**config.mk**
```make
export PLATFORM = sky130hd
export DESIGN_NAME = ccd_divider
export DESIGN_NICKNAME = d
export VERILOG_FILES = /design/src/ccd_pkg.sv /design/src/ccd_divider.sv
export SDC_FILE = /design/constraint.sdc
export NUM_CORES = 1
export LEC_CHECK = 0
export BUFFER_PORTS_ARGS = -buffer_cell sky130_fd_sc_hd__clkbuf_2
export CAP_MARGIN = 5
export CORE_UTILIZATION = 56
export DETAILED_ROUTE_END_ITERATION = 12
export MAX_ROUTING_LAYER = met4
export PLACE_DENSITY = 0.82
export SLEW_MARGIN = 20
export SYNTH_ARGS = -nofsm -noshare
export SYNTH_HDL_FRONTEND = slang
export SYNTH_SLANG_ARGS = --single-unit
```
**constraint.sdc**
```tcl
create_clock -name core_clk_in -period 10.4 [get_ports core_clk_in]
set_input_delay 1.56 -clock core_clk_in [delete_from_list [all_inputs] [get_ports core_clk_in]]
set_output_delay 1.56 -clock core_clk_in [all_outputs]
set_load 0.1 [all_outputs]
```
**src/ccd_pkg.sv**
```systemverilog
// Constants and types shared by the cascaded channel divider
package ccd_pkg;
	localparam int CCD_STAGES = 2;
	localparam int CCD_FIELD_W = 4;
	localparam int CCD_RATIO_W = 11;
	localparam int CCD_ADDR_W = 4;
	// Register byte offsets on the Avalon-MM slave
	localparam logic [3:0] CCD_OFS_CTRL = 4'h0;
	localparam logic [3:0] CCD_OFS_DIV1 = 4'h4;
	localparam logic [3:0] CCD_OFS_DIV2 = 4'h8;
	localparam logic [3:0] CCD_OFS_STATUS = 4'hC;
	// Control register bit positions
	localparam int CCD_CTRL_BYP1 = 0;
	localparam int CCD_CTRL_BYP2 = 1;
	localparam int CCD_CTRL_DCC_DIS = 2;
	// Divider register fields: high count in [3:0], low count in [7:4]
	localparam int CCD_DIV_HIGH_LSB = 0;
	localparam int CCD_DIV_LOW_LSB = 4;
	// Status register: ratio in [10:0], channel output level in [16]
	localparam int CCD_STAT_OUT_BIT = 16;
	// Reset values and the channel ratio limit
	localparam logic [2:0] CCD_CTRL_RESET = 3'h0;
	localparam logic [7:0] CCD_DIV_RESET = 8'h00;
	localparam logic [CCD_RATIO_W-1:0] CCD_RATIO_MAX = 11'h400;

	// Per-stage divide setting
	typedef struct packed {
		logic [CCD_FIELD_W-1:0] low_cnt;
		logic [CCD_FIELD_W-1:0] high_cnt;
	} ccd_div_t;

	// Whole block state, registered as one word
	typedef struct packed {
		logic byp1;
		logic byp2;
		logic duty_correction_disable;
		ccd_div_t [CCD_STAGES-1:0] div;
		logic [CCD_STAGES-1:0] prev_in;
		logic [CCD_STAGES-1:0] phase;
		logic [CCD_STAGES-1:0] pend;
		logic [CCD_STAGES-1:0] out;
		logic [CCD_STAGES-1:0][CCD_FIELD_W-1:0] cnt;
		logic ack;
		logic [31:0] rdata;
	} ccd_state_t;
endpackage : ccd_pkg

```
**src/ccd_divider.sv**
```systemverilog
// Two-stage cascaded channel divider with duty-cycle correction and Avalon-MM slave
//
// Register access over Avalon-MM and the placing of the registers were decided locally.
`timescale 1ns/1ps
module ccd_divider
	import ccd_pkg::*;
(
	input wire logic core_clk_in,
	input wire logic reset_n_in,
	input wire logic div_clk_in,
	input wire logic [CCD_ADDR_W-1:0] avs_address_in,
	input wire logic avs_read_in,
	input wire logic avs_write_in,
	input wire logic [31:0] avs_writedata_in,
	input wire logic [3:0] avs_byteenable_in,
	output logic [31:0] avs_readdata_out,
	output logic avs_waitrequest_out,
	output logic chan_clk_out,
	output logic [CCD_RATIO_W-1:0] ratio_out
);
	ccd_state_t st;
	ccd_state_t next_st;
	logic [CCD_STAGES-1:0] stage_in;
	logic [CCD_STAGES-1:0] stage_byp;
	logic [CCD_STAGES-1:0] rise;
	logic [CCD_STAGES-1:0] fall;
	logic [CCD_STAGES-1:0] odd;
	logic [CCD_STAGES-1:0][5:0] stage_ratio;
	logic [CCD_RATIO_W-1:0] ratio;
	logic stage1_eff;
	logic req;

	// Stage inputs: stage two sees the input clock when stage one is bypassed
	assign stage_byp = {st.byp2, st.byp1};
	assign stage1_eff = st.byp1 ? div_clk_in : st.out[0];
	assign stage_in = {stage1_eff, div_clk_in};
	assign rise = stage_in & ~st.prev_in;
	assign fall = ~stage_in & st.prev_in;

	// Per-stage ratio and parity, bypass counts as one
	genvar g;
	generate
		for (g = 0; g < CCD_STAGES; g++) begin : g_ratio
			assign stage_ratio[g] = stage_byp[g] ? 6'h01 :
				6'(st.div[g].high_cnt) + 6'(st.div[g].low_cnt) + 6'h02;
			assign odd[g] = stage_ratio[g][0];
		end
	endgenerate

	// Product of both stage ratios, at most 32 x 32 = 1024
	assign ratio = CCD_RATIO_W'(stage_ratio[0] * stage_ratio[1]);
	assign ratio_out = ratio;

	// Channel output: a bypassed second stage forwards the first stage result
	assign chan_clk_out = st.byp2 ? stage1_eff : st.out[1];

	// Slave stalls one cycle per request so read data comes from a flop
	assign req = avs_read_in | avs_write_in;
	assign avs_waitrequest_out = req & ~st.ack;
	assign avs_readdata_out = st.rdata;

	// Next-state logic for stages and the register file
	always_comb begin
		next_st = st;
		next_st.prev_in = stage_in;
		for (int i = 0; i < CCD_STAGES; i++) begin
			// Counting only on input rises keeps each stage on its own input clock
			if (rise[i]) begin
				if (st.phase[i]) begin
					if (st.cnt[i] == st.div[i].high_cnt) begin
						next_st.phase[i] = 1'b0;
						next_st.cnt[i] = '0;
						// Odd ratio: hold high to the next input fall, half a cycle more
						next_st.pend[i] = odd[i] & ~st.duty_correction_disable;
					end else begin
						next_st.cnt[i] = st.cnt[i] + 4'h1;
					end
				end else begin
					if (st.cnt[i] == st.div[i].low_cnt) begin
						next_st.phase[i] = 1'b1;
						next_st.cnt[i] = '0;
					end else begin
						next_st.cnt[i] = st.cnt[i] + 4'h1;
					end
				end
			end
			if (fall[i]) begin
				next_st.pend[i] = 1'b0;
			end
			// Bypassed stage restarts in its high phase when brought back
			if (stage_byp[i]) begin
				next_st.phase[i] = 1'b1;
				next_st.pend[i] = 1'b0;
				next_st.cnt[i] = '0;
			end
			next_st.out[i] = next_st.phase[i] | next_st.pend[i];
		end
		// Bus: first cycle loads read data, second cycle completes
		next_st.ack = req & ~st.ack;
		if (req & ~st.ack) begin
			case (avs_address_in)
				CCD_OFS_CTRL: next_st.rdata = {29'h0, st.duty_correction_disable, st.byp2, st.byp1};
				CCD_OFS_DIV1: next_st.rdata = {24'h0, st.div[0]};
				CCD_OFS_DIV2: next_st.rdata = {24'h0, st.div[1]};
				CCD_OFS_STATUS: next_st.rdata = {15'h0, chan_clk_out, 5'h0, ratio};
				default: next_st.rdata = 32'h0;
			endcase
		end
		// Writes land on the edge where waitrequest is low; only byte lane 0 is used
		if (avs_write_in & st.ack & avs_byteenable_in[0]) begin
			case (avs_address_in)
				CCD_OFS_CTRL: begin
					next_st.byp1 = avs_writedata_in[CCD_CTRL_BYP1];
					next_st.byp2 = avs_writedata_in[CCD_CTRL_BYP2];
					next_st.duty_correction_disable = avs_writedata_in[CCD_CTRL_DCC_DIS];
				end
				CCD_OFS_DIV1: next_st.div[0] = avs_writedata_in[7:0];
				CCD_OFS_DIV2: next_st.div[1] = avs_writedata_in[7:0];
				default: next_st.rdata = st.rdata;
			endcase
		end
	end

	// State register; correction enabled and stages high-first after reset
	always_ff @(posedge core_clk_in) begin
		if (!reset_n_in) begin
			st.byp1 <= CCD_CTRL_RESET[CCD_CTRL_BYP1];
			st.byp2 <= CCD_CTRL_RESET[CCD_CTRL_BYP2];
			st.duty_correction_disable <= CCD_CTRL_RESET[CCD_CTRL_DCC_DIS];
			st.div <= {CCD_DIV_RESET, CCD_DIV_RESET};
			st.prev_in <= '0;
			st.phase <= '1;
			st.pend <= '0;
			st.out <= '1;
			st.cnt <= '0;
			st.ack <= 1'b0;
			st.rdata <= 32'h0;
		end else begin
			st <= next_st;
		end
	end
endmodule : ccd_divider

```
# Word-level counts from Yosys, hierarchy flattened
# Index checks and enable logic that the tools add are counted.
[op_classes] eq_ne=8 n_mul=1 reduce_logical=7 bitwise=15 muxes=34 addsub=6
[ops] operator="$mux W32" count=3
[ops] operator="$pmux W17 S4" count=1
[ops] operator="$mux W4" count=6
[ops] operator="$mux W1" count=22
[ops] operator="$eq A4 B4 Y1" count=4
[ops] operator="$add A5 B2 Y6 const B" count=2
[ops] operator="$mux W6" count=2
[ops] operator="$mul A6 B6 Y11" count=1
[ops] operator="$add A4 B4 Y5" count=2
[ops] operator="$add A4 B1 Y4 const B" count=2
[ops] operator="$eq A4 B4 Y1 const B" count=2
[ops] operator="$reduce_and A2 Y1" count=3
[ops] operator="$and A1 B1 Y1" count=5
[ops] operator="$and A2 B2 Y2" count=2
[ops] operator="$eq A4 B3 Y1 const B" count=1
[ops] operator="$logic_not A4 Y1" count=1
[ops] operator="$not A2 Y2" count=2
[ops] operator="$reduce_or A2 Y1" count=2
[ops] operator="$not A1 Y1" count=3
[ops] operator="$or A1 B1 Y1" count=3
[ops] operator="$reduce_or A3 Y1" count=1
[ops] operator="$ne A2 B2 Y1 const B" count=1
[totals] word_cells=86 regBits=68

# Longest topological paths before layout
# Gate-level depths: netlist (run 1).
[logic_depth] depth_word=10 depth_mapped=21 ltp_nobuf=21

# Worst setup path after synthesis (run 1)
# OpenSTA, ideal clock, no wires.
[synth_timing] path_kind="register to output" startpoint="reg st[58] in the netlist's numbering" endpoint="out ratio_out[7]" n_path_buf=0 path_stages_with_launch=18 t_arrival_ns=5.787 slack_ns=3.053 cell_sequence="dfxtp_1 inv_1 ha_1 inv_1 ha_1 inv_1 fa_1 nor2b_1 or3_1 or3_1 fa_1 fa_1 fa_1 inv_1 ha_1 a21o_1 a21oi_1 xnor2_1"
[synth_via] elab_chain_cells=4
[synth_lines] item="from (decl)" line="ccd_divider.sv:21" text="ccd_state_t st;"
[synth_lines] item="from (signal assigned)" line="ccd_divider.sv:139" text="st <= next_st;"
[synth_lines] item="$add A4 B4 Y5" line="ccd_divider.sv:45" text="6'(st.div[g].high_cnt) + 6'(st.div[g].low_cnt) + 6'h02;"
[synth_lines] item="$add A5 B2 Y6" line="ccd_divider.sv:45"
[synth_lines] item="$mux W6" line="ccd_divider.sv:44" text="assign stage_ratio[g] = stage_byp[g] ? 6'h01 :"
[synth_lines] item="$mul A6 B6 Y11" line="ccd_divider.sv:51" text="assign ratio = CCD_RATIO_W'(stage_ratio[0] * stage_ratio[1]);"
[synth_lines] item="to (decl)" line="ccd_divider.sv:19" text="output logic [CCD_RATIO_W-1:0] ratio_out"
# No other way between the ends.

# Worst setup path in the final report (run 1)
[layout_timing] startpoint="reg st[62] in the netlist's numbering" endpoint="out ratio_out[10]"
# The elaborated chain is that of the path after synthesis.

==> results.sh, run 1 <==
export IMPL_status="finished with violations"
export IMPL_violations="DRC"
export IMPL_required_ps=8840
export IMPL_wl_met1_um=3694
export IMPL_syn_area_um2=3925
export IMPL_crit_chain="inv_1 > ha_1 > inv_1 > ha_1 > inv_1 > fa_1 > nor2b_1 > or3_1 > or3_1 > fa_1 > fa_1 > fa_1 > inv_1 > ha_1 > a21oi_1 > o21bai_1 > o211a_1 > or4_4 > and2_2 > clkbuf_2"
export IMPL_crit_slowest_cell="or4_4"
export IMPL_rsz0062_at_grt="no"
export IMPL_wl_um=8406
export IMPL_setup_viol=0
export IMPL_grt_overflow_total=0
export IMPL_synth_most_common_cell="nor2_1"
export IMPL_place_congestion=0.9266
export IMPL_whs_ps=482.2
export IMPL_instances_no_fill=579
export IMPL_htreeDepth=2
export IMPL_wl_met3_um=337
export IMPL_cp_max_fo=6
export IMPL_setup_tns_ps=0
export IMPL_startpoint_type="flip-flop"
export IMPL_drive_gt1_share_pct=13.46
export IMPL_critPathArrivalTime_ps=6070
export IMPL_die_x_um=85.72
export IMPL_start_util_pct=57.77
export IMPL_finalNetCount=580
export IMPL_drt_iter0_markers=276
export IMPL_synth_edf_count=0
export IMPL_postCtsSetupRepairBufs=0
export IMPL_numCtsBuffers=5
export IMPL_cts_resized=0
export IMPL_synth_async_reset_ratio_pct=0
export IMPL_cts_tree="yes"
export IMPL_wl_per_cell_um=14.52
export IMPL_ir_drop_mv=0.04869
export IMPL_post_dp_hpwl_um=6664
export IMPL_fmax_ghz=0.1310
export IMPL_antenna_left=0
export IMPL_holdBufCountCts=0
export IMPL_io_buffers=42
export IMPL_grt_max_degree=32
export IMPL_yosysWarningCount=0
export IMPL_yosys_area_top_type="dfxtp_1"
export IMPL_ctsLongestPathBuffers=2
export IMPL_cellPowerDensity_nw_per_um2=96.95
export IMPL_synth_commonest_cells="62 x nor2_1, 48 x dfxtp_1, 36 x inv_1"
export IMPL_grt_pass1_wl_um=14170
export IMPL_clk_latency_ps=310
export IMPL_drc=1
export IMPL_clock_sinks=48
export IMPL_viasPerCell=5.547
export IMPL_worstHoldPathType="flip-flop to flip-flop"
export IMPL_core_um2=6794
export IMPL_ys_seq_area_share_pct=24.48
export IMPL_place_inst=571
export IMPL_rows=30
export IMPL_grt_pass1_vias=3135
export IMPL_dr_total_vias=3212
export IMPL_highest_layer="met4"
export IMPL_fin_ws_ps=2766
export IMPL_clkTransAtPathRegs_ps=100
export IMPL_firstDrtPassIters=10
export IMPL_die_area_um2=7348
export IMPL_n_antenna_cell=0
export IMPL_finalPower_mw=0.4015
export IMPL_critical_path_class="flip-flop to output pin"
export IMPL_synth_distinct_cells=49
export IMPL_syn_area_per_cell_um2=8.533
export IMPL_ios=90
export IMPL_clock_skew_ps=12.00
export IMPL_fin_crit_ps=7634
export IMPL_area_growth_pct=5.515
export IMPL_drv_cap=0
export IMPL_hold_viol=0
export IMPL_place_ws_ps=3101
export IMPL_maxSlewViolCount=0
export IMPL_yosysTopAreaCellShare_pct=24.48
export IMPL_slowest_delay_ps=550
export IMPL_relSlewSlack_pct=39.32
export IMPL_grt_antenna_before_repair=0
export IMPL_syn_inst=460
export IMPL_synth_ff_type="dfxtp_1"
export IMPL_worstSetupEndpointType="output pin"
export IMPL_fp_dieH_um=85.72
export IMPL_leakagePower_nw=2.171
export IMPL_period_share_pct=73.40
export IMPL_cts_root_buffer="clkbuf_8"
export IMPL_fillers=531
export IMPL_tightest_slew_ps=909.2
export IMPL_ys_ff_latch=48
export IMPL_dr_wl_met2_um=4075
export IMPL_synth_area_leaders="dfxtp_1 24%, ha_1 11%, fa_1 9.2%, mux2i_1 6.6%, buf_4 6.1%"
export IMPL_gr_usage_all_layers_pct=24.93
==> layer usage <==
layer / GRT usage (%) / vias to the layer above
li1: - / 1543
met4: 9.545 / 0
met3: 3.176 / 29
met5: - / -
met1: 30.15 / 1529
met2: 42.47 / 111
==> worst max-delay path: cells and delay by family (launching register included) <==
| family | cells | cell delay, ps |
|---|---|---|
| fa+ha+maj | 7 | 2590 |
| simple gates | 5 | 1650 |
| buf+inv | 5 | 590 |
| compound gates | 3 | 510 |
| flops | 1 | 430 |
==> cells by family after synthesis <==
logic type,synth area share [%]
other,0.09554
muxes,8.352
xor gates and xnor gates,6.025
AOI/OAI and AO/OA,9.372
adders and majority gates,20.34
and+or+nand+nor,20.34
DFF,24.48
buffers and inverters,11.00
==> metrics by stage <==
stage	utilization (%)	cell area, µm²
final	60.96	4141
after detailed placement	59.32	4030
after global placement	59.32	4030
after global routing	60.96	4141
after floorplan	-	3996
after CTS	60.96	4141
==> worst paths after layout <==
kind,cells after the start,from,end,slack [ps]
worst max register to register,19,st[62]$_SDFFE_PN0P_,avs_readdata_out[10]$_SDFFE_PN0P_,4860
worst max-delay path,20,st[62]$_SDFFE_PN0P_,ratio_out[10],2770
worst min register to register,2,avs_readdata_out[6]$_SDFFE_PN0P_,avs_readdata_out[6]$_SDFFE_PN0P_,480
worst min-delay path,2,avs_readdata_out[6]$_SDFFE_PN0P_,avs_readdata_out[6]$_SDFFE_PN0P_,480
==> sequential cells by signal, indices dropped and copies added, names as in the netlist <==
| name | cells |
|---|---|
| st | 36 |
| avs_readdata_out | 12 |
==> layout by cell type (no fill, tap or decap), drive strengths merged, types with 2 or more instances in the layout <==
master,n
nor2,62
dfxtp,48
clkbuf,47
inv,36
ha,35
mux2i,26
nand2,24
conb,20
fa,18
o21ai,17
xor2,17
a21oi,14
nor2b,13
nand2b,10
xnor2,10
nand3,10
nor3,10
a22oi,7
a21o,6
or2,5
nor4,5
a31oi,5
nand3b,4
or3,4
and2,4
and3,3
mux4,3
o21a,2
or4,2
==> report_power, final <==
| group | total (mW) | internal [mW] | switching, mW |
|---|---|---|---|
| Sequential | 0.191 | 0.188 | 0.00341 |
| Combinational | 0.0762 | 0.0133 | 0.0629 |
| Clock | 0.134 | 0.0712 | 0.0632 |
| Total | 0.401 | 0.272 | 0.129 |
==> cell type report <==
cell class	instances	area, µm²	area share, %
clock buffer	5	68.82	1.662
multi-input combinational	349	2604	62.87
timing repair buffer	42	210.2	5.076
tap	96	120.1	2.900
inverter	36	135.1	3.263
sequential	48	960.9	23.20
clock inverter	3	42.54	1.027
Note: power is estimated with default switching activity, not from simulation.
==> run 2, diff against run 1 <==
- CORE_UTILIZATION: 56 -> 55
- PLACE_DENSITY: 0.82 -> 0.81
- clock period: 10.4 -> 8 ns (I/O delays scaled with it)
==> run 2 against run 1 <==
The run now ends clean; clock-buffer cell count unchanged; worst hold slack worse by 8.3 ps; critical path depth unchanged; clock power up 9%; core utilization down 0.63 points; first-iteration DRC count down 54%; die area up 1.8%; non-clock buffer count unchanged; total power up 23%; critical path type unchanged; largest power group unchanged; highest routed layer unchanged.
==> results.sh, run 2 (synthesis gave the netlist of run 1 again) <==
export IMPL_ctsLongestPathBuffers=2
export IMPL_drc=0
export IMPL_place_congestion=0.9077
export IMPL_r2r_end="avs_readdata_out[10]$_SDFFE_PN0P_"
export IMPL_holdBufCountCts=0
export IMPL_fmax_ghz=0.1356
export IMPL_maxSlewViolCount=0
export IMPL_cts_root_buffer="clkbuf_8"
export IMPL_rows=30
export IMPL_crit_chain="inv_1 > ha_1 > inv_1 > ha_1 > inv_1 > fa_1 > nor2b_1 > or3_1 > or3_1 > fa_1 > fa_1 > fa_1 > inv_1 > ha_1 > a21oi_1 > o21bai_1 > o211a_1 > or4_4 > and2_2 > clkbuf_2"
export IMPL_clock_sinks=48
export IMPL_io_buffers=42
export IMPL_crit_buf_inv=5
export IMPL_p_sw_share_pct=34.37
export IMPL_r2r_cells=19
export IMPL_postCtsSetupRepairBufs=0
export IMPL_htreeDepth=2
export IMPL_finalNetCount=580
export IMPL_wl_per_cell_um=14.51
export IMPL_hp_start="avs_readdata_out[6]$_SDFFE_PN0P_"
export IMPL_firstDrtPassIters=4
export IMPL_grt_overflow_total=0
export IMPL_fp_dieH_um=86.48
export IMPL_cts_resized=0
export IMPL_cts_tree="yes"
export IMPL_worstSetupEndpointType="output pin"
export IMPL_ir_drop_mv=0.06844
export IMPL_post_dp_hpwl_um=6764
export IMPL_pwr_share_comb_pct=20.0
export IMPL_grt_pass1_vias=2972
export IMPL_largest_reg_flops=36
export IMPL_timing_rr_start="st[62]$_SDFFE_PN0P_"
export IMPL_net_switching_power_mw=0.1696
export IMPL_viasPerCell=5.415
export IMPL_period_share_pct=92.17
export IMPL_hold_viol=0
export IMPL_p_clk_share_pct=29.7
export IMPL_worstHoldPathType="flip-flop to flip-flop"
export IMPL_tightest_slew_ps=932.7
export IMPL_grt_pass1_wl_um=13810
export IMPL_power_internal_mw=0.3238
export IMPL_worst_path_stages=20
export IMPL_final_cell_mix="62 x nor2_1, 48 x dfxtp_1, 42 x clkbuf_2"
export IMPL_ios=90
export IMPL_placed_area_um2=4030
export IMPL_n_antenna_cell=0
export IMPL_drv_cap=0
export IMPL_antenna_left=0
export IMPL_critPathArrivalTime_ps=6170
export IMPL_rsz0062_at_grt="no"
export IMPL_area_growth_pct=5.005
export IMPL_slowest_delay_ps=540
export IMPL_dr_total_vias=3135
export IMPL_gr_usage_all_layers_pct=24.29
export IMPL_die_x_um=86.48
export IMPL_clk_latency_ps=300
export IMPL_wl_um=8404
export IMPL_core_um2=6832
export IMPL_fin_crit_ps=7374
export IMPL_setup_viol=0
export IMPL_leakagePower_nw=2.165
export IMPL_relSlewSlack_pct=37.75
export IMPL_setup_tns_ps=0
export IMPL_critical_path_class="flip-flop to output pin"
export IMPL_grt_max_degree=32
export IMPL_start_util_pct=57.45
export IMPL_power_frac_seq_pct=50.3
export IMPL_r2r_slack_ps=2350
export IMPL_regMostFlops="st"
export IMPL_fin_area_um2=4121
export IMPL_grt_antenna_before_repair=0
export IMPL_clkTransAtPathRegs_ps=90
export IMPL_final_common_cell="nor2_1"
export IMPL_crit_path_end="ratio_out[10]"
export IMPL_cp_max_fo=6
export IMPL_drive_gt1_share_pct=13.46
export IMPL_clock_skew_ps=8.416
export IMPL_setup_worst_path_start="st[62]$_SDFFE_PN0P_"
export IMPL_status="complete, no violations"
export IMPL_numCtsBuffers=5
export IMPL_drt_iter0_markers=128
export IMPL_crit_family="adder cells"
export IMPL_cellPowerDensity_nw_per_um2=119.7
export IMPL_required_ps=6800
export IMPL_crit_slowest_cell="or4_4"
export IMPL_die_area_um2=7478
export IMPL_startpoint_type="flip-flop"
## run 2: stage by stage
stage | hold WS [ps] | util [%] | total power [mW] | cells | setup slack [ps]
after floorplan | 445.2 | - | 0.3453 | 479 | 1013
after global placement | 456.8 | 58.99 | 0.3499 | 571 | 1084
after detailed placement | 462.5 | 58.99 | 0.3518 | 571 | 978.4
after CTS | 478.1 | 60.33 | 0.4958 | 579 | 632.2
after global routing | 521.8 | 60.33 | 0.5122 | 579 | 439.9
final | 474.0 | 60.33 | 0.4934 | 579 | 626.4
## run 2: metal layers
layer	routed length, µm	GRT usage (%)
met5	0	-
met4	157	7.727
met3	486	4.286
met2	4017	40.91
met1	3742	29.63
## run 2: power groups by stage
stage          registers [mW]  clock network [mW]  logic [mW]
2_1_floorplan           0.253                   0      0.0928
3_3_place_gp            0.253                   0      0.0965
3_5_place_dp            0.254                   0      0.0979
4_1_cts                 0.248               0.149      0.0984
5_1_grt                 0.249               0.159       0.104
6_report                0.248               0.146      0.0986
## run 2: tightest hold or removal path, stage by stage (launching register included)
cell and delay (ps):
dfxtp_1 320, nand3_1 50, o21ai_0 60
## run 2: how the worst min path moves through the flow
stage / cells past startpoint / to
after floorplan: 2 / avs_readdata_out[6]$_SDFFE_PN0P_
after global placement: 2 / avs_readdata_out[7]$_SDFFE_PN0P_
after detailed placement: 2 / avs_readdata_out[6]$_SDFFE_PN0P_
after CTS: 2 / avs_readdata_out[6]$_SDFFE_PN0P_
after global routing: 2 / avs_readdata_out[7]$_SDFFE_PN0P_
final: 2 / avs_readdata_out[6]$_SDFFE_PN0P_
## run 2: area by class of cell
type / count / area (µm²)
Fill cell: 602 / 2710
Sequential cell: 48 / 960.9
Clock buffer: 5 / 68.82
Clock inverter: 3 / 22.52
Timing Repair Buffer: 42 / 210.2
Inverter: 36 / 135.1
Multi-Input combinational cell: 349 / 2604
Tap cell: 96 / 120.1
==> run 3, diff against run 2 <==
- CORE_MARGIN: unset -> 3
- PLACE_DENSITY: 0.81 -> 0.79
==> run 3 against run 2 <==
Total power grew 1.6%; combinational power about the same; largest power group unchanged; sequential share of layout area about the same; register-to-register slack improved by 60 ps; clock power is 5% higher; die area up 9.5%; first-iteration DRC count grew 68%; design area grew 0.15%.
==> results.sh, run 3 (synthesis gave the netlist of run 1 again) <==
export IMPL_timing_rr_start="st[58]$_SDFFE_PN0P_"
export IMPL_io_buffers=42
export IMPL_wl_um=8675
export IMPL_holdBufCountCts=0
export IMPL_fmax_ghz=0.1365
export IMPL_status="complete, no violations"
export IMPL_rows=30
export IMPL_clock_skew_ps=11.60
export IMPL_firstDrtPassIters=5
export IMPL_worstHoldPathType="flip-flop to flip-flop"
export IMPL_required_ps=6800
export IMPL_wl_per_cell_um=14.98
export IMPL_antenna_left=0
export IMPL_worst_path_stages=20
export IMPL_hold_viol=0
export IMPL_clk_latency_ps=310
export IMPL_grt_overflow_total=0
export IMPL_hold_depth=2
export IMPL_fp_dieH_um=90.48
export IMPL_drv_cap=0
export IMPL_crit_family="adder cells"
export IMPL_final_cell_mix="62 x nor2_1, 48 x dfxtp_1, 42 x clkbuf_2"
export IMPL_crit_slowest_cell="or4_4"
export IMPL_cts_root_buffer="clkbuf_8"
export IMPL_finalNetCount=580
export IMPL_cp_max_fo=6
export IMPL_crit_path_end="ratio_out[10]"
export IMPL_grt_pass1_vias=3070
export IMPL_relSlewSlack_pct=36.41
export IMPL_grt_pass1_wl_um=14600
export IMPL_postCtsSetupRepairBufs=0
export IMPL_tightest_slew_ps=952.8
export IMPL_drc=0
export IMPL_r2r_end="avs_readdata_out[10]$_SDFFE_PN0P_"
export IMPL_crit_buf_inv=5
export IMPL_grt_max_degree=32
export IMPL_crit_chain="inv_1 > ha_1 > inv_1 > ha_1 > inv_1 > fa_1 > nor2b_1 > or3_1 > or3_1 > fa_1 > fa_1 > fa_1 > inv_1 > ha_1 > a21oi_1 > o21bai_1 > o211a_1 > or4_4 > and2_2 > clkbuf_2"
export IMPL_n_antenna_cell=0
export IMPL_drive_gt1_share_pct=13.46
export IMPL_critical_path_class="flip-flop to output pin"
export IMPL_numCtsBuffers=5
export IMPL_largest_reg_flops=36
export IMPL_gr_usage_all_layers_pct=22.48
export IMPL_rsz0062_at_grt="no"
export IMPL_ir_drop_mv=0.06945
export IMPL_startpoint_type="flip-flop"
export IMPL_viasPerCell=5.515
export IMPL_die_x_um=90.48
export IMPL_r2r_slack_ps=2410
export IMPL_cellPowerDensity_nw_per_um2=121.4
export IMPL_cts_tree="yes"
export IMPL_r2r_cells=19
export IMPL_area_growth_pct=5.164
export IMPL_setup_tns_ps=0
export IMPL_cts_resized=0
export IMPL_period_share_pct=91.56
export IMPL_setup_worst_path_start="st[58]$_SDFFE_PN0P_"
export IMPL_whs_ps=490.4
export IMPL_clkTransAtPathRegs_ps=90
export IMPL_maxSlewViolCount=0
export IMPL_die_area_um2=8186
export IMPL_regMostFlops="st"
export IMPL_place_congestion=0.9456
export IMPL_start_util_pct=57.14
export IMPL_dr_total_vias=3193
export IMPL_ctsLongestPathBuffers=2
export IMPL_leakagePower_nw=2.160
export IMPL_drt_iter0_markers=215
export IMPL_core_um2=6869
export IMPL_grt_antenna_before_repair=0
export IMPL_clock_sinks=48
export IMPL_setup_viol=0
export IMPL_place_inst=571
export IMPL_ios=90
export IMPL_fin_crit_ps=7325
export IMPL_critPathArrivalTime_ps=6120
export IMPL_final_common_cell="nor2_1"
export IMPL_htreeDepth=2
export IMPL_slowest_delay_ps=530
export IMPL_instances_no_fill=579
export IMPL_post_dp_hpwl_um=6922
export IMPL_worstSetupEndpointType="output pin"
==> run 3: how the worst min path moves through the flow <==
stage / slack, ps / endpoint / from
floorplan: 450 / avs_readdata_out[6]$_SDFFE_PN0P_ / avs_readdata_out[6]$_SDFFE_PN0P_
global placement: 460 / avs_readdata_out[7]$_SDFFE_PN0P_ / avs_readdata_out[7]$_SDFFE_PN0P_
detailed placement: 470 / avs_readdata_out[8]$_SDFFE_PN0P_ / avs_readdata_out[8]$_SDFFE_PN0P_
CTS: 490 / avs_readdata_out[6]$_SDFFE_PN0P_ / avs_readdata_out[6]$_SDFFE_PN0P_
global route: 530 / avs_readdata_out[6]$_SDFFE_PN0P_ / avs_readdata_out[6]$_SDFFE_PN0P_
finish: 490 / avs_readdata_out[6]$_SDFFE_PN0P_ / avs_readdata_out[6]$_SDFFE_PN0P_
==> run 3: power breakdown <==
| part | switching [mW] | internal (mW) | leakage [nW] | total, mW |
|---|---|---|---|---|
| Combinational | 0.0813 | 0.0173 | 1.73 | 0.0985 |
| Clock | 0.0844 | 0.0700 | 0.0434 | 0.154 |
| Sequential | 0.00446 | 0.244 | 0.389 | 0.248 |
| Total | 0.170 | 0.331 | 2.16 | 0.501 |
==> run 3: routing by layer <==
layer	global-route usage [%]	vias to the layer above	share of wire (%)	wire [µm]
met2	35.02	112	46	4031
met3	5.583	18	6.6	574
met5	-	-	0	0
met4	7.781	0	2.4	206
li1	-	1542	-	-
met1	28.52	1521	45	3863
==> run 3: worst reg2reg max path, stage by stage, from the launching register on <==
cell and delay [ps]:
dfxtp_1 440, inv_1 70, ha_1 280, inv_1 60
ha_1 150, inv_1 50, fa_1 370, nor2b_1 140
or3_1 420, or3_1 370, fa_1 490, fa_1 460
fa_1 510, inv_1 40, ha_1 340, a21oi_1 170
o21bai_1 110, o211a_1 250, or4_4 530, a41o_1 240
==> run 3: area by class of cell <==
cell class / count / area, µm²
clock inverters: 2 / 15.01
repair buffers: 42 / 210.2
clock buffers: 6 / 82.58
fillers: 605 / 2741
inverters: 36 / 135.1
multi-input cells: 349 / 2604
flip-flops and latches: 48 / 960.9
well taps: 96 / 120.1
==> run 3: metrics by stage <==
step                      power, mW  setup slack (ps)  util, %  cell area [µm²]
final                        0.5012             675.2    60.09             4128
after global routing         0.5220             393.2    60.09             4128
after CTS                    0.5031             679.9    60.09             4128
after detailed placement     0.3517              1044    58.67             4030
after global placement       0.3500              1085    58.67             4030
after floorplan              0.3453              1013        -             3996
